===== config.mk =====
export PLATFORM = sky130hd
export DESIGN_NAME = mpio_ports
export DESIGN_NICKNAME = d
export VERILOG_FILES = /design/src/verilog/mpio_pkg.sv /design/src/verilog/mpio_ports.sv /design/src/verilog/mpio_sync.sv
export SDC_FILE = /design/constraint.sdc
export NUM_CORES = 1
export LEC_CHECK = 0
export BUFFER_PORTS_ARGS = -buffer_cell sky130_fd_sc_hd__buf_4
export CAP_MARGIN = 40
export CORE_ASPECT_RATIO = 0.7
export CORE_UTILIZATION = 57
export CTS_CLUSTER_DIAMETER = 150
export CTS_CLUSTER_SIZE = 8
export DETAILED_ROUTE_END_ITERATION = 10
export PLACE_DENSITY = 0.94
export SLEW_MARGIN = 20
export SYNTH_ARGS = -nofsm -noshare
export SYNTH_HDL_FRONTEND = slang
export SYNTH_HIERARCHICAL = 1
export SYNTH_SLANG_ARGS = --single-unit

===== constraint.sdc =====
create_clock -name CORE_CLK -period 2.7 [get_ports CORE_CLK]
set_input_delay 0.135 -clock CORE_CLK [delete_from_list [all_inputs] [get_ports CORE_CLK]]
set_output_delay 0.135 -clock CORE_CLK [all_outputs]
set_load 0.1 [all_outputs]

===== src/verilog/mpio_pkg.sv =====
// Package: register map, reset values and field positions for the multiplexed ports
package mpio_pkg;

  // ==========================================================
  // Register byte addresses (low 16 bits)
  localparam logic [15:0] MPIO_P6_DIR_ADDR   = 16'hFFC9;
  localparam logic [15:0] MPIO_P6_DATA_ADDR  = 16'hFFCB;
  localparam logic [15:0] MPIO_P8_DIR_ADDR   = 16'hFFCD;
  localparam logic [15:0] MPIO_P7_LEVEL_ADDR = 16'hFFCE;
  localparam logic [15:0] MPIO_P8_DATA_ADDR  = 16'hFFCF;
  localparam logic [15:0] MPIO_BUS_CTRL_ADDR = 16'hFFD8;
  localparam logic [15:0] MPIO_WAIT_CTRL_ADDR = 16'hFFD9;

  // ==========================================================
  // Widths
  localparam int MPIO_P6_W = 3;
  localparam int MPIO_P7_W = 8;
  localparam int MPIO_P8_W = 5;

  // ==========================================================
  // Reset values
  localparam logic [7:0] MPIO_P6_DIR_RST  = 8'h80;
  localparam logic [7:0] MPIO_P6_DATA_RST = 8'h80;
  localparam logic [7:0] MPIO_P8_DIR_RST  = 8'hF0;
  localparam logic [7:0] MPIO_P8_DATA_RST = 8'hE0;
  localparam logic [7:0] MPIO_BUS_CTRL_RST = 8'h00;
  localparam logic [7:0] MPIO_WAIT_CTRL_RST = 8'h00;

  // ==========================================================
  // Fixed read patterns
  localparam logic [7:0]  MPIO_ALL_ONES   = 8'hFF;
  localparam logic [7:0]  MPIO_P8_RSV     = 8'hE0;
  localparam logic [7:0]  MPIO_P6_RSV     = 8'h80;
  localparam logic [31:0] MPIO_ZERO32     = 32'h00000000;

  // ==========================================================
  // Field positions
  localparam int MPIO_BUS_RELEASE_ENABLE_BIT     = 0;
  localparam int MPIO_WAIT_EN_LSB  = 0;
  localparam int MPIO_WAIT_EN_W    = 4;
  localparam int MPIO_WMS_HI_BIT   = 4;
  localparam int MPIO_P6_BACK_BIT  = 2;
  localparam int MPIO_P6_BUS_REQUEST_IN_BIT  = 1;
  localparam int MPIO_P6_WAIT_BIT  = 0;
  localparam int MPIO_P8_GEN_BIT   = 0;

endpackage


===== src/verilog/mpio_ports.sv =====
// Top: pin multiplexing and APB registers for the 3-bit, input-only and 5-bit ports
`timescale 1ns/100ps
`default_nettype none
module mpio_ports
  import mpio_pkg::*;
(
  input  wire logic                 CORE_CLK,
  input  wire logic                 RESET_N,
  input  wire logic                 HW_STANDBY,
  input  wire logic                 SW_STANDBY,
  input  wire logic                 PSEL,
  input  wire logic                 PENABLE,
  input  wire logic                 PWRITE,
  input  wire logic [15:0]          PADDR,
  input  wire logic [31:0]          PWDATA,
  input  wire logic [3:0]           PSTRB,
  output var  logic [31:0]          PRDATA,
  output logic                      PREADY,
  output logic                      PSLVERR,
  input  wire logic [MPIO_P6_W-1:0] P6_PIN_IN,
  output var  logic [MPIO_P6_W-1:0] P6_PIN_OUT,
  output var  logic [MPIO_P6_W-1:0] P6_PIN_OE,
  input  wire logic [MPIO_P7_W-1:0] P7_PIN_IN,
  input  wire logic [MPIO_P8_W-1:0] P8_PIN_IN,
  output var  logic [MPIO_P8_W-1:0] P8_PIN_OUT,
  output var  logic [MPIO_P8_W-1:0] P8_PIN_OE,
  input  wire logic                 BUS_ACK_N,
  output var  logic                 BUS_REQUEST_IN_N,
  output var  logic                 WAIT_IN_N,
  input  wire logic [3:0]           CHIP_SELECT_N,
  input  wire logic                 REFRESH_STROBE_N,
  input  wire logic                 REFRESH_ENABLE,
  output var  logic [3:0]           EXT_INTERRUPT_N
);

  // ==========================================================
  // Registers and synchronised pins
  logic [7:0]           p6_dir_reg;
  logic [7:0]           p6_data_reg;
  logic [7:0]           port8_direction_reg;
  logic [7:0]           port8_output_latch_reg;
  logic [7:0]           bus_release_control_reg;
  logic [7:0]           wait_control_reg;
  logic [MPIO_P6_W-1:0] p6_pin_s;
  logic [MPIO_P7_W-1:0] p7_pin_s;
  logic [MPIO_P8_W-1:0] p8_pin_s;
  logic                 wr_en;
  logic                 rd_en;
  logic                 addr_hit;
  logic                 bus_release_enable;
  logic                 wait_pin_sel;
  logic [7:0]           p6_read;
  logic [7:0]           p8_read;
  logic [7:0]           rd_byte;

  // ==========================================================
  // Helpers
  function automatic logic [7:0] mix_read(input logic [7:0] dir, input logic [7:0] latch,
                                          input logic [7:0] pins);
    mix_read = (dir & latch) | (~dir & pins);
  endfunction

  function automatic logic [7:0] wdata_byte(input logic [31:0] wd);
    wdata_byte = wd[7:0];
  endfunction

  // ==========================================================
  // Pin synchronisers
  mpio_sync #(.W(MPIO_P6_W)) u_sync_p6 (
    .clk   (CORE_CLK),
    .rst_n (RESET_N),
    .d     (P6_PIN_IN),
    .q     (p6_pin_s)
  );

  mpio_sync #(.W(MPIO_P7_W)) u_sync_p7 (
    .clk   (CORE_CLK),
    .rst_n (RESET_N),
    .d     (P7_PIN_IN),
    .q     (p7_pin_s)
  );

  mpio_sync #(.W(MPIO_P8_W)) u_sync_p8 (
    .clk   (CORE_CLK),
    .rst_n (RESET_N),
    .d     (P8_PIN_IN),
    .q     (p8_pin_s)
  );

  // ==========================================================
  // APB decode
  always_comb begin
    case (PADDR)
      MPIO_P6_DIR_ADDR,
      MPIO_P6_DATA_ADDR,
      MPIO_P8_DIR_ADDR,
      MPIO_P7_LEVEL_ADDR,
      MPIO_P8_DATA_ADDR,
      MPIO_BUS_CTRL_ADDR,
      MPIO_WAIT_CTRL_ADDR: addr_hit = 1'b1;
      default:             addr_hit = 1'b0;
    endcase
  end

  assign PREADY  = 1'b1;
  assign PSLVERR = PSEL & PENABLE & ~addr_hit;
  assign wr_en   = PSEL & PENABLE & PWRITE & addr_hit & PSTRB[0];
  assign rd_en   = PSEL & ~PENABLE & ~PWRITE;

  // ==========================================================
  // 3-bit port registers
  always_ff @(posedge CORE_CLK or negedge RESET_N) begin
    if (!RESET_N) begin
      p6_dir_reg  <= MPIO_P6_DIR_RST;
      p6_data_reg <= MPIO_P6_DATA_RST;
    end else if (HW_STANDBY) begin
      p6_dir_reg  <= MPIO_P6_DIR_RST;
      p6_data_reg <= MPIO_P6_DATA_RST;
    end else if (wr_en && PADDR == MPIO_P6_DIR_ADDR) begin
      p6_dir_reg  <= wdata_byte(PWDATA) | MPIO_P6_RSV;
    end else if (wr_en && PADDR == MPIO_P6_DATA_ADDR) begin
      p6_data_reg <= wdata_byte(PWDATA) | MPIO_P6_RSV;
    end
  end

  // ==========================================================
  // Bus-release and wait control
  always_ff @(posedge CORE_CLK or negedge RESET_N) begin
    if (!RESET_N) begin
      bus_release_control_reg <= MPIO_BUS_CTRL_RST;
      wait_control_reg        <= MPIO_WAIT_CTRL_RST;
    end else if (HW_STANDBY) begin
      bus_release_control_reg <= MPIO_BUS_CTRL_RST;
      wait_control_reg        <= MPIO_WAIT_CTRL_RST;
    end else if (wr_en && PADDR == MPIO_BUS_CTRL_ADDR) begin
      bus_release_control_reg <= wdata_byte(PWDATA);
    end else if (wr_en && PADDR == MPIO_WAIT_CTRL_ADDR) begin
      wait_control_reg        <= wdata_byte(PWDATA);
    end
  end

  // ==========================================================
  // 5-bit port registers
  always_ff @(posedge CORE_CLK or negedge RESET_N) begin
    if (!RESET_N) begin
      port8_direction_reg <= MPIO_P8_DIR_RST;
    end else if (HW_STANDBY) begin
      port8_direction_reg <= MPIO_P8_DIR_RST;
    end else if (wr_en && PADDR == MPIO_P8_DIR_ADDR) begin
      port8_direction_reg <= wdata_byte(PWDATA);
    end
  end

  always_ff @(posedge CORE_CLK or negedge RESET_N) begin
    if (!RESET_N) begin
      port8_output_latch_reg <= MPIO_P8_DATA_RST;
    end else if (HW_STANDBY) begin
      port8_output_latch_reg <= MPIO_P8_DATA_RST;
    end else if (wr_en && PADDR == MPIO_P8_DATA_ADDR) begin
      port8_output_latch_reg <= wdata_byte(PWDATA) | MPIO_P8_RSV;
    end
  end

  // ==========================================================
  // Pin function selection
  assign bus_release_enable = bus_release_control_reg[MPIO_BUS_RELEASE_ENABLE_BIT];
  assign wait_pin_sel = (&wait_control_reg[MPIO_WAIT_EN_LSB +: MPIO_WAIT_EN_W])
                        & wait_control_reg[MPIO_WMS_HI_BIT];

  // Outputs registered: a change lands one edge after the write
  always_ff @(posedge CORE_CLK or negedge RESET_N) begin
    if (!RESET_N) begin
      P6_PIN_OUT <= '0;
      P6_PIN_OE  <= '0;
    end else begin
      if (bus_release_enable) begin
        P6_PIN_OUT[MPIO_P6_BACK_BIT] <= BUS_ACK_N;
        P6_PIN_OE[MPIO_P6_BACK_BIT]  <= 1'b1;
        P6_PIN_OUT[MPIO_P6_BUS_REQUEST_IN_BIT] <= 1'b0;
        P6_PIN_OE[MPIO_P6_BUS_REQUEST_IN_BIT]  <= 1'b0;
      end else begin
        P6_PIN_OUT[MPIO_P6_BACK_BIT] <= p6_data_reg[MPIO_P6_BACK_BIT];
        P6_PIN_OE[MPIO_P6_BACK_BIT]  <= p6_dir_reg[MPIO_P6_BACK_BIT];
        P6_PIN_OUT[MPIO_P6_BUS_REQUEST_IN_BIT] <= p6_data_reg[MPIO_P6_BUS_REQUEST_IN_BIT];
        P6_PIN_OE[MPIO_P6_BUS_REQUEST_IN_BIT]  <= p6_dir_reg[MPIO_P6_BUS_REQUEST_IN_BIT];
      end
      if (wait_pin_sel) begin
        P6_PIN_OUT[MPIO_P6_WAIT_BIT] <= 1'b0;
        P6_PIN_OE[MPIO_P6_WAIT_BIT]  <= 1'b0;
      end else begin
        P6_PIN_OUT[MPIO_P6_WAIT_BIT] <= p6_data_reg[MPIO_P6_WAIT_BIT];
        P6_PIN_OE[MPIO_P6_WAIT_BIT]  <= p6_dir_reg[MPIO_P6_WAIT_BIT];
      end
    end
  end

  // Bus-control inputs taken from the pins
  always_ff @(posedge CORE_CLK or negedge RESET_N) begin
    if (!RESET_N) begin
      BUS_REQUEST_IN_N <= 1'b1;
      WAIT_IN_N        <= 1'b1;
    end else begin
      BUS_REQUEST_IN_N <= bus_release_enable ? p6_pin_s[MPIO_P6_BUS_REQUEST_IN_BIT] : 1'b1;
      WAIT_IN_N        <= wait_pin_sel ? p6_pin_s[MPIO_P6_WAIT_BIT] : 1'b1;
    end
  end

  // 5-bit port drive; software standby holds the registers so the pins keep state
  always_ff @(posedge CORE_CLK or negedge RESET_N) begin
    if (!RESET_N) begin
      P8_PIN_OUT <= '1;
      P8_PIN_OE  <= '0;
    end else if (!SW_STANDBY) begin
      for (int i = 1; i < MPIO_P8_W; i++) begin
        P8_PIN_OUT[i] <= CHIP_SELECT_N[MPIO_P8_W-1-i];
        P8_PIN_OE[i]  <= port8_direction_reg[i];
      end
      if (REFRESH_ENABLE) begin
        P8_PIN_OUT[MPIO_P8_GEN_BIT] <= REFRESH_STROBE_N;
        P8_PIN_OE[MPIO_P8_GEN_BIT]  <= 1'b1;
      end else begin
        P8_PIN_OUT[MPIO_P8_GEN_BIT] <= port8_output_latch_reg[MPIO_P8_GEN_BIT];
        P8_PIN_OE[MPIO_P8_GEN_BIT]  <= port8_direction_reg[MPIO_P8_GEN_BIT];
      end
    end
  end

  // Interrupt inputs are always fed from pins 3..0
  always_ff @(posedge CORE_CLK or negedge RESET_N) begin
    if (!RESET_N) begin
      EXT_INTERRUPT_N <= '1;
    end else begin
      EXT_INTERRUPT_N <= p8_pin_s[3:0];
    end
  end

  // ==========================================================
  // Read mux
  always_comb begin
    p6_read = mix_read(p6_dir_reg, p6_data_reg, {5'h00, p6_pin_s}) | MPIO_P6_RSV;
    p8_read = mix_read(port8_direction_reg, port8_output_latch_reg,
                       {3'h0, p8_pin_s}) | MPIO_P8_RSV;
    case (PADDR)
      MPIO_P6_DIR_ADDR:    rd_byte = MPIO_ALL_ONES;
      MPIO_P6_DATA_ADDR:   rd_byte = p6_read;
      MPIO_P8_DIR_ADDR:    rd_byte = MPIO_ALL_ONES;
      MPIO_P7_LEVEL_ADDR:  rd_byte = p7_pin_s;
      MPIO_P8_DATA_ADDR:   rd_byte = p8_read;
      MPIO_BUS_CTRL_ADDR:  rd_byte = bus_release_control_reg;
      MPIO_WAIT_CTRL_ADDR: rd_byte = wait_control_reg;
      default:             rd_byte = 8'h00;
    endcase
  end

  // Read data captured in setup phase, stable through access
  always_ff @(posedge CORE_CLK or negedge RESET_N) begin
    if (!RESET_N) begin
      PRDATA <= MPIO_ZERO32;
    end else if (rd_en) begin
      PRDATA <= {24'h000000, rd_byte};
    end
  end

endmodule
`default_nettype wire


===== src/verilog/mpio_sync.sv =====
// Three-stage pin input synchroniser with agreement filter
`timescale 1ns/100ps
`default_nettype none
module mpio_sync #(
  parameter int W = 8
) (
  input  wire logic         clk,
  input  wire logic         rst_n,
  input  wire logic [W-1:0] d,
  output var  logic [W-1:0] q
);

  logic [W-1:0] s1_reg;
  logic [W-1:0] s2_reg;
  logic [W-1:0] s3_reg;

  // ==========================================================
  // Synchroniser chain
  always_ff @(posedge clk or negedge rst_n) begin
    if (!rst_n) begin
      // Idle high so active-low inputs see no false level after reset
      s1_reg <= '1;
      s2_reg <= '1;
      s3_reg <= '1;
    end else begin
      s1_reg <= d;
      s2_reg <= s1_reg;
      s3_reg <= s2_reg;
    end
  end

  // ==========================================================
  // Accept a bit once stages two and three agree
  always_ff @(posedge clk or negedge rst_n) begin
    if (!rst_n) begin
      q <= '1;
    end else begin
      for (int i = 0; i < W; i++) begin
        if (s2_reg[i] == s3_reg[i]) begin
          q[i] <= s3_reg[i];
        end
      end
    end
  end

endmodule
`default_nettype wire


# Word level (Yosys, flattened, before mapping)
# Index checks and enable logic that the tools add are counted.
# word_totals
reg_bits,134
latch_bits,0
mem_bits_rw,0
rom_bits,0
input_bits,82
out_inout_bits,56
wordCells,124
memories,0
# op_classes
addsub,0
multipliers,0
n_div,0
magnitude_cmp,0
eq_ne,25
shifts,0
muxes,24
bitwise,19
n_reduce_logical,17
# op_table
operator,n
$eq A16 B16 Y1 const B,7
$pmux W8 S6,1
$mux W8,5
$mux W7,5
$mux W5,4
$eq A1 B1 Y1,16
$reduce_bool A2 Y1,6
$and A5 B5 Y5,2
$and A1 B1 Y1,8
$and A7 B3 Y7,1
$and A7 B7 Y7,1
$mux W1,7
$not A7 Y7,1
$or A7 B7 Y7,1
$reduce_or A7 Y1,1
$logic_and A1 B1 Y1,6
$not A5 Y5,1
$or A5 B5 Y5,1
$mux W2,2
$ne A2 B2 Y1 const B,2
$reduce_and A2 Y1,2
$reduce_and A4 Y1,1
$not A1 Y1,3
$reduce_or A2 Y1,1

# Depth between registers and ports, before layout
# Gate-level depths: netlist of run 1.
# logic_depth
ltp_word,9
ltp_mapped,7
ltp_nobuf,5

# By module
# Netlist of run 1, hierarchy kept.
# by_module_without_submodules
module,n_inst,cells_each,area_each_um2
mpio_ports,1,321,3463.3
mpio_sync (u_sync_p7),1,40,930.9
mpio_sync (u_sync_p8),1,25,581.8
mpio_sync (u_sync_p6),1,15,349.1

# Worst setup path before layout of run 1
# Ideal clock, no wire load.
# synth_timing
path_type,input port to flip-flop
from,input port PADDR[14]
to,register p6_dir_reg[3]
arrival_time_ps,1705
t_required_ps,2568
path_slack_ps,863
path_stages,6
n_path_buf,1
cell_sequence,nand4_1 > or4_1 > buf_2 > nor4_4 > mux2i_1 > nor2_1
# synth_between
elab_chain_cells,7
word_cells_on_any_way,13
cone_classes,eq/ne (7); mux (1); bitwise (2); reduce/logical (3)
# synth_lines
element,line_no,text
start: declaration,mpio_ports.sv:14,"input wire logic [15:0] PADDR,"
$eq A16 B16 Y1 (on tied branches),"mpio_ports.sv:93, mpio_ports.sv:119",
$reduce_or A7 Y1,mpio_ports.sv:93,case (PADDR)
$mux W1,mpio_ports.sv:93,
$and A1 B1 Y1 (2 in a row),mpio_ports.sv:107,assign wr_en = PSEL & PENABLE & PWRITE & addr_hit & PSTRB[0];
$logic_and A1 B1 Y1 *,mpio_ports.sv:119,end else if (wr_en && PADDR == MPIO_P6_DIR_ADDR) begin
$reduce_bool A2 Y1 (no line) *,--,
end signal: assignment,mpio_ports.sv:120,p6_dir_reg <= wdata_byte(PWDATA) | MPIO_P6_RSV;
end: declaration,mpio_ports.sv:38,logic [7:0] p6_dir_reg;
# Mark *: on every way between the ends. The rest lies on a longest branch, timed or not.
# A chain may end at the register's enable or synchronous reset.

# Final worst setup path of run 1
# layout_timing
from,input port PADDR[2]
to,output port PSLVERR
# layout_between
elab_chain_cells,5
word_cells_on_any_way,11
cone_classes,eq/ne (7); mux (1); bitwise (2); reduce/logical (1)
# layout_lines
element,line_no,text
$eq A16 B16 Y1,mpio_ports.sv:93,
$reduce_or A7 Y1 *,mpio_ports.sv:93,
$mux W1 *,mpio_ports.sv:93,
$not A1 Y1 *,mpio_ports.sv:106,assign PSLVERR = PSEL & PENABLE & ~addr_hit;
$and A1 B1 Y1 *,mpio_ports.sv:106,
end: declaration,mpio_ports.sv:19,"output logic PSLVERR,"
# Marked as above.

==> results of run 1 <==
## path summary, 6_finish.rpt
path | end | start | cells past startpoint
max in group asynchronous | u_sync_p7/q[5] | RESET_N | 3
min reg2reg | u_sync_p8/s2_reg[0] | u_sync_p8/s1_reg[0] | 0
min in group asynchronous | port8_output_latch_reg[0] | RESET_N | 2
max | PSLVERR | PADDR[2] | 6
min | wait_control_reg[5] | PWDATA[5] | 3
max reg2reg | PRDATA[4] | port8_direction_reg[4] | 5
## through the flow
step                      util (%)  instance area [um2]  instances  setup WS (ns)  hold WS (ns)
after global placement        66.6                 6040        604          0.612         0.228
after floorplan                  -                 5410        424          0.863        -0.161
after detailed placement      66.6                 6040        604          0.487         0.244
after CTS                     75.0                 6810        660          0.792      0.000199
after global routing          75.0                 6810        660          0.652       0.00492
final                         75.0                 6810        660          0.793       0.00732
## per-layer routing
metal	vias up	wire, um	global-route usage, %
li1	1596	-	-
met1	1753	4610	31.9
met2	154	5080	38.7
met3	17	795	8.72
met4	0	165	8.39
met5	-	0	0
## cells by family (layout without fill, tap and decap cells)
kind of cell	count (synthesis)	count (layout)	share of synthesized area (%)
DFF	134	134	64.8
and+or+nand+nor	109	109	10.7
muxes	62	62	11.9
buffers and inverters	40	152	4.63
AOI/OAI and AO/OA	38	38	4.44
adders and majority gates	16	16	3.38
other	2	25	0.141
## cell usage in the layout, fill, tap and decap left out, types with 3 or more instances in the layout
| master | instances |
|---|---|
| conb_1 | 25 |
| o21ai_0 | 4 |
| a211oi_1 | 11 |
| nand4_1 | 5 |
| clkbuf_1 | 9 |
| mux2i_1 | 50 |
| a21oi_1 | 17 |
| dfstp_2 | 76 |
| mux2_2 | 12 |
| nand2_1 | 10 |
| or2_2 | 4 |
| nand3_1 | 3 |
| clkbuf_16 | 17 |
| maj3_2 | 16 |
| dlygate4sd3_1 | 24 |
| clkinv_2 | 3 |
| buf_4 | 92 |
| nor2_1 | 57 |
| dfrtp_1 | 58 |
| nor2b_1 | 7 |
| nor3_1 | 3 |
## power by group through the flow
stage / Sequential, mW / Combinational, mW / Clock [mW]
2_1_floorplan: 2.47 / 0.288 / 0
3_3_place_gp: 2.24 / 0.679 / 0
3_5_place_dp: 2.24 / 0.690 / 0
4_1_cts: 2.21 / 0.718 / 2.09
5_1_grt: 2.22 / 0.749 / 2.19
6_report: 2.21 / 0.716 / 2.05
## critical path: stages
cell       delay, ns
buf_4           0.19
nand4bb_1       0.30
nor4_1          0.58
a211oi_1        0.12
and3_1          0.22
buf_4           0.23
## cell usage after synthesis (all sizes together)
master / n / area, um2
nor4: 4 / 55.1
or2: 4 / 25.0
nor2b: 7 / 43.8
nand3: 3 / 15.0
and2: 2 / 12.5
a2111oi: 1 / 8.76
maj3: 16 / 180
or4: 2 / 15.0
inv: 3 / 11.3
clkbuf: 8 / 30.0
nor3b: 1 / 7.51
nand2b: 1 / 6.26
nand4bb: 2 / 22.5
dfstp: 76 / 2000
nand3b: 1 / 7.51
nor2: 57 / 214
nand4b: 1 / 8.76
buf: 29 / 205
nand2: 10 / 37.5
nand4: 5 / 31.3
o21ai: 5 / 25.0
nor3: 5 / 41.3
o32ai: 1 / 8.76
a211o: 1 / 8.76
conb: 2 / 7.51
a21o: 1 / 7.51
and3: 2 / 12.5
a222oi: 1 / 10.0
and4: 1 / 8.76
mux2: 12 / 135
dfrtp: 58 / 1450
or3: 1 / 6.26
mux2i: 50 / 500
a21oi: 17 / 85.1
a211oi: 11 / 82.6
## final cells by class
class	instances	area [um2]
clock inverters	5	52.6
fillers	588	2260
multi-input cells	250	1720
flip-flops and latches	134	3450
repair buffers	117	951
well taps	124	155
inverters	3	11.3
clock buffers	27	473
==> run summary, run 1 <==
- 0 — Final Hold Vio Count
- 0 — Slew Viols, Final
- 1.24 ns — register-to-register path setup slack
- 27.8% — relative area change from synthesis to final layout
- 5 — number of iterations in the first detailed-routing pass
- 14.4% — relative contribution of combinational cells to total power
- 58.7% — Starting Density
- 18 — Max Fanout on Critical Path
- 48.6% — worst slew margin relative to its limit
- 42 — number of unique standard cell types used by synthesis
- 605 — Final nets
- 631 uV — IR drop worst, VDD
- 85 — IO Port Bufs
- 0 — total global routing overflow
- 7160 um — HPWL after DPL
- primary input — type of origin of the critical path
- 138 — IO Pins
- 0.524 GHz — maximum clock rate
- 3.07 nW — static leakage power
- 731 nW/um2 — Power Dens Cells
- 0 ns — Total Negative Setup Slacks
- 3636 — number of global-route vias before repair
- 1.36 mW — power dissipated by switching net loads
- 3.62 mW — cell-internal power
- 27.2% — Switching Share
- 118 um — Die X-Extent
- 44.4% — sequential power share
- 64.8% — sequential area share after synthesis
- 10700 um — total length of routed wires
- 0.766 ns — Worst Tran Pin Value
- false — setup repair after global routing missed its margin
- primary input to flip-flop — path class of the lowest-slack min-delay path
- 4.98 mW — overall power consumption
- 29 — number of placement rows
- 0.41 ns — clk_lat worst skew
- 4 — count of H-tree levels built during CTS
- done — CTS tree
- 0.878 — final weighted congestion in routability-driven placement
- 134 — number of sinks driven by the clock tree
- 3520 — vias after detailed routing
- 0 — number of violations of the max-capacitance limit
- 24.6% — Overall Global Routing Usage
- 82.9 um — die boundary height
- 0 — antenna diode count
- 0 — number of antenna violations at the first check in global routing
- 401 — number of instances in the synthesized netlist
- 13.3 um2 — Post-Syn Area per Cell
- 1.77 ns — signal arrival time at the worst endpoint
- 18200 um — global-route wire length before repair
- 6 — warnings from Yosys
- output pin — Setup crit end kind
- 1.91 ns — shortest clock period the worst path allows after layout
- 307 — Starting DRT DRC Count
- 41.2% — share of power burned in the clock network
- 0 — final setup vio count
- 0.00831 ns — clk_skew
- 9740 um2 — area of the die
- clkbuf_16 — master cell of the clock root buffer
- 24 — cts hold-fix bufs
- finished clean — run status
- 42.7% — fraction of final layout cells with drive strength greater than 1
- 9070 um2 — placeable core area
- primary input to output pin — type of the setup path with the least slack
- 0 — post-cts gate resize count
- 2.57 ns — endpoint required time on the critical path
- 70.6% — final worst path period share
- 134 — post-synthesis register bit count
- 17 — TritonCTS Buffers
- 2 — clk buf depth
- 0 — count of unresolved DRC violations after routing
- 5330 um2 — netlist area before placement
- 0 — number of buffers inserted to repair setup after CTS
- 16.1 um — final routed wire length divided by cell count
- 0.05 ns — clock slew at the register clock pins of the worst setup and hold paths
- 61 — maximum number of pins on one net before global-route repair
- 0 — antenna violation net count after detailed routing
- 5.33 — vias per cell
No activity file was read; power rests on OpenSTA's default activity.
==> run 2: changes to the inputs <==
Settings changed: CORE_UTILIZATION 57 to 47, PLACE_DENSITY 0.94 to 0.84.
Clock period 2.7 ns to 1.6 ns, I/O delays scaled along.
==> run 2 against run 1 <==
  * Flip-flop and latch count stayed put
  * Core utilization is 9.2 points lower
  * Design area is 6.5% higher
  * Worst hold slack better by 0.0034 ns
  * Via count is 1.6% higher
  * Total power is 74% higher
  * Critical path depth is 2 higher
  * First-iteration DRC count is 17% lower
  * Count of clock-buffer cells in the layout is 3 lower
  * Die area is 21% higher
  * Non-clock buffer count is 35 higher
  * Clock skew is 0.0025 ns lower
  * Largest power group unchanged
  * Highest routed layer unchanged
==> run summary, run 2 (synthesized netlist as in run 1, its figures left out) <==
- buf_4 — commonest non-fill, non-tap cell in the layout
- 724 — Final Instance Count excl. Fillers
- 17 — TritonCTS Buffers
- 756 uV — IR drop worst, VDD
- 7470 um — HPWL after DPL
- 659 — Inst Count DP
- 15.4 um — final routed wire length divided by cell count
- 0.0108 ns — post-route worst hold slack
- 96.7% — final worst path period share
- 129 um — Die X-Extent
- 0 — count of unresolved DRC violations after routing
- 3 — depth of the worst hold-timing path
- 138 — IO Pins
- finished clean — run status
- 0 — Final Hold Vio Count
- 3835 — number of global-route vias before repair
- 1.47 ns — signal arrival time at the worst endpoint
- 3575 — vias after detailed routing
- simple AND/OR/NAND/NOR gates — Top delay family on crit path
- 640 — Final nets
- primary input — type of origin of the critical path
- 0 — antenna violation net count after detailed routing
- 4 — crit path buf inv count
- 65.9% — final core occ
- 0 — final setup vio count
- 62.6% — worst slew margin relative to its limit
- 46.6% — fraction of final layout cells with drive strength greater than 1
- 11800 um2 — area of the die
- 0 — number of buffers inserted to repair setup after CTS
- 0 — number of antenna violations at the first check in global routing
- clkbuf_16 — master cell of the clock root buffer
- 1200 nW/um2 — Power Dens Cells
- 0.909 — final weighted congestion in routability-driven placement
- 0.06 ns — clock slew at the register clock pins of the worst setup and hold paths
- done — CTS tree
- 0 — Slew Viols, Final
- 11000 um2 — placeable core area
- or3_1 — slowest stage cell on the critical path
- 32 — number of placement rows
- 4.94 — vias per cell
- 21.0% — Overall Global Routing Usage
- 1.52 ns — endpoint required time on the critical path
- 4 — count of H-tree levels built during CTS
- false — setup repair after global routing missed its margin
- PADDR[0] — critical path launch point
- 4 — number of iterations in the first detailed-routing pass
- 48.4% — Starting Density
- 1.55 ns — shortest clock period the worst path allows after layout
- 85 — IO Port Bufs
- 91.1 um — die boundary height
- 66 — maximum number of pins on one net before global-route repair
- 134 — number of sinks driven by the clock tree
- 0 — antenna diode count
- port8_direction_reg[4] — critical register-to-register path startpoint
- output pin — Setup crit end kind
- 0.00581 ns — clk_skew
- buf_4 — most frequent cell on the critical path
- 3.29 nW — static leakage power
- 5 — cells on worst reg2reg path
- 0 — total global routing overflow
- 8.68 mW — overall power consumption
- 8 — path length in cells of the critical path
- 4 — Max Fanout on Critical Path
- REFRESH_STROBE_N — startpoint of the lowest-slack hold path
- 0.560 ns — Worst Tran Pin Value
- 256 — Starting DRT DRC Count
- buf_4 -> buf_4 -> or3_1 -> nor3_2 -> buf_4 -> a211oi_1 -> and3_2 -> buf_6 — CP cell instances
- 0 — number of violations of the max-capacitance limit
- 18400 um — global-route wire length before repair
- 11200 um — total length of routed wires
- 0.38 ns — Slowest Stage Delay on Critical Path
- 0 ns — Total Negative Setup Slacks
- primary input to flip-flop — path class of the lowest-slack min-delay path
- 0.646 GHz — maximum clock rate
- 0.41 ns — clk_lat worst skew
- buf_4 (113), dfstp_2 (76), dfrtp_1 (58), nor2_1 (57), mux2i_1 (50) — commonest cells after routing, fill and taps aside
- primary input to output pin — type of the setup path with the least slack
- 36.2% — relative area change from synthesis to final layout
- 2 — clk buf depth
## run 2: timing repair
item	CTS	global route
pin swaps	0	1
resized for setup	4	3
endpoints found under the setup margin	1	1
hold buffers	33	0
endpoints found under the hold margin	166	0
## run 2: worst min-delay path, cell delays in order
cell and delay [ns]:
buf_4 0.07, mux2i_1 0.06, o21ai_0 0.17
## run 2: where the power goes
part | switching [mW] | internal (mW) | total, mW
combinational | 0.924 | 0.342 | 1.27
clock | 1.34 | 2.33 | 3.67
sequential | 0.0901 | 3.65 | 3.74
total | 2.36 | 6.32 | 8.68
## run 2: area by class of cell
type,count,area [um2]
Clock buffer,24,502
Tap cell,153,191
Clock inverter,8,71.3
Sequential cell,134,3450
Timing Repair Buffer,152,1270
Multi-Input combinational cell,250,1760
Fill cell,794,3760
Inverter,3,11.3
## run 2: worst paths after layout
path                       slack, ns             endpoint
max                             0.05              PSLVERR
min                             0.01        P8_PIN_OUT[0]
max reg2reg                     0.17            PRDATA[4]
min reg2reg                     0.35  u_sync_p7/s2_reg[2]
max in group asynchronous       1.02  u_sync_p8/s1_reg[1]
min in group asynchronous       0.21            PRDATA[0]
## run 2: stage by stage
| stage | area (um2) | setup WS (ns) |
|---|---|---|
| 4_1_cts | 7240 | 0.0237 |
| 5_1_grt | 7250 | 0.0226 |
| 6_report | 7250 | 0.0523 |
| 2_1_floorplan | 5420 | -0.181 |
| 3_3_place_gp | 6310 | -0.215 |
| 3_5_place_dp | 6310 | -0.266 |
## run 2: routing by layer
metal / vias up / part of all wire (%) / global-route usage [%]
met1: 1781 / 45 / 28.1
met3: 13 / 6.6 / 6.54
met4: 0 / 1.1 / 7.35
met5: - / 0 / 0
li1: 1658 / - / -
met2: 123 / 47 / 32.3
==> run 3: changes to the inputs <==
Settings changed: ABC_CLOCK_PERIOD_IN_PS from default to 1600, CORE_MARGIN from default to 1.5, REMOVE_ABC_BUFFERS from default to 1.
==> run 3 against run 2 <==
  * Setup slack gained 0.017 ns
  * Routed wire length shrank 1.5%
  * Sequential power hardly changed
  * Sequential share of layout area up 0.27 points
  * Combinational power about the same
  * Global-route usage decreased by 1.1 points
  * Non-clock buffer count shrank 6
  * Cell count is 0.83% lower
  * Largest cell class unchanged
==> run summary, run 3 (synthesized netlist as in run 1, its figures left out) <==
- 134 — number of sinks driven by the clock tree
- primary input — type of origin of the critical path
- clkbuf_16 — master cell of the clock root buffer
- 0.05 ns — clock slew at the register clock pins of the worst setup and hold paths
- 95.6% — final worst path period share
- port8_direction_reg[4] — critical register-to-register path startpoint
- 1.52 ns — endpoint required time on the critical path
- 1.45 ns — signal arrival time at the worst endpoint
- 11000 um2 — placeable core area
- 2 — depth of the worst hold-timing path
- buf_4 (106), dfstp_2 (76), dfrtp_1 (58), nor2_1 (57), mux2i_1 (50) — commonest cells after routing, fill and taps aside
- 45.7% — fraction of final layout cells with drive strength greater than 1
- 729 uV — IR drop worst, VDD
- buf_4 — commonest non-fill, non-tap cell in the layout
- 15.3 um — final routed wire length divided by cell count
- 634 — Final nets
- 32 — number of placement rows
- 1180 nW/um2 — Power Dens Cells
- 20.0% — Overall Global Routing Usage
- 130 um — Die X-Extent
- 92.1 um — die boundary height
- 3530 — vias after detailed routing
- 0.0967 ns — post-route worst hold slack
- false — setup repair after global routing missed its margin
- 18000 um — global-route wire length before repair
- 3.26 nW — static leakage power
- 65.5% — final core occ
- 1.53 ns — shortest clock period the worst path allows after layout
- 0.0105 ns — clk_skew
- done — CTS tree
- 6 — number of iterations in the first detailed-routing pass
- 35.4% — relative area change from synthesis to final layout
- or2_4 — slowest stage cell on the critical path
- 0 — Final Hold Vio Count
- finished clean — run status
- 0 — total global routing overflow
- 5 — cells on worst reg2reg path
- buf_4 -> nand4_1 -> buf_4 -> or2_4 -> nor3_4 -> a211oi_2 -> and3_1 -> buf_12 — CP cell instances
- 85 — IO Port Bufs
- 4 — count of H-tree levels built during CTS
- 2 — clk buf depth
- 0 ns — Total Negative Setup Slacks
- 167 — Starting DRT DRC Count
- primary input to output pin — type of the setup path with the least slack
- 8.53 mW — overall power consumption
- 3635 — number of global-route vias before repair
- 17 — TritonCTS Buffers
- 0.27 ns — Slowest Stage Delay on Critical Path
- 0 — Slew Viols, Final
- bus_release_control_reg[7] — WHS Endpoint
- 4.92 — vias per cell
- 0 — number of violations of the max-capacitance limit
- 11000 um — total length of routed wires
- 0.16 ns — register-to-register path setup slack
- 5 — Max Fanout on Critical Path
- 0 — antenna violation net count after detailed routing
- 7500 um — HPWL after DPL
- 0.41 ns — clk_lat worst skew
- primary input to flip-flop — path class of the lowest-slack min-delay path
- 48.4% — Starting Density
- 0 — number of antenna violations at the first check in global routing
- PRDATA[4] — RR Endpoint
- buf_4 — most frequent cell on the critical path
- 0 — count of unresolved DRC violations after routing
- 0 — antenna diode count
- HW_STANDBY — startpoint of the lowest-slack hold path
- 0.653 GHz — maximum clock rate
- 0.805 — final weighted congestion in routability-driven placement
- 50 — maximum number of pins on one net before global-route repair
- 12000 um2 — area of the die
- 138 — IO Pins
- 0 — final setup vio count
- output pin — Setup crit end kind
-- run 3: what timing repair did --
action / in CTS / in global routing
endpoints found under the setup margin: 1 / 1
endpoints found under the hold margin: 130 / 0
pin swaps: 0 / 5
buffers inserted: 0 / 1
resized for setup: 7 / 3
hold buffers: 34 / 0
-- run 3: worst max-delay path by stage --
stage	end	start	cells past startpoint	slack [ns]
after floorplan	PRDATA[0]	PENABLE	4	-0.32
after global placement	bus_release_control_reg[6]	PADDR[14]	8	-0.18
after detailed placement	bus_release_control_reg[0]	PADDR[14]	8	-0.26
after CTS	PSLVERR	PADDR[14]	8	0.06
after global routing	PSLVERR	PADDR[5]	7	0.009
final	PSLVERR	PADDR[12]	8	0.07
-- run 3: where the power goes --
group	internal (mW)	switching (mW)
Sequential	3.65	0.0891
Clock	2.18	1.35
Combinational	0.340	0.923
-- run 3: metal layers --
metal / track usage, % / part of all wire, %
met1: 27.3 / 47
met2: 30.4 / 47
met3: 6.77 / 5.8
met4: 5.65 / 0.96
met5: 0 / 0
-- run 3: through the flow --
stage	setup slack [ns]	cells	area, um2
after floorplan	-0.325	387	5180
after global placement	-0.183	651	6260
after detailed placement	-0.262	651	6260
after CTS	0.0609	717	7190
after global routing	0.00939	718	7210
final	0.0696	718	7210
-- run 3: final cells by class --
| class | count | area [um2] |
|---|---|---|
| Fill cell | 804 | 3800 |
| Sequential cell | 134 | 3450 |
| Inverter | 3 | 11.3 |
| Multi-Input combinational cell | 250 | 1750 |
| Timing Repair Buffer | 146 | 1260 |
| Clock inverter | 7 | 46.3 |
| Clock buffer | 25 | 505 |
| Tap cell | 153 | 191 |
-- run 3: critical path, delay by kind of cell --
kind | cells | cell delay [ns]
and+or+nand+nor | 4 | 0.84
AOI/OAI and AO/OA | 1 | 0.10
buffers and inverters | 3 | 0.44
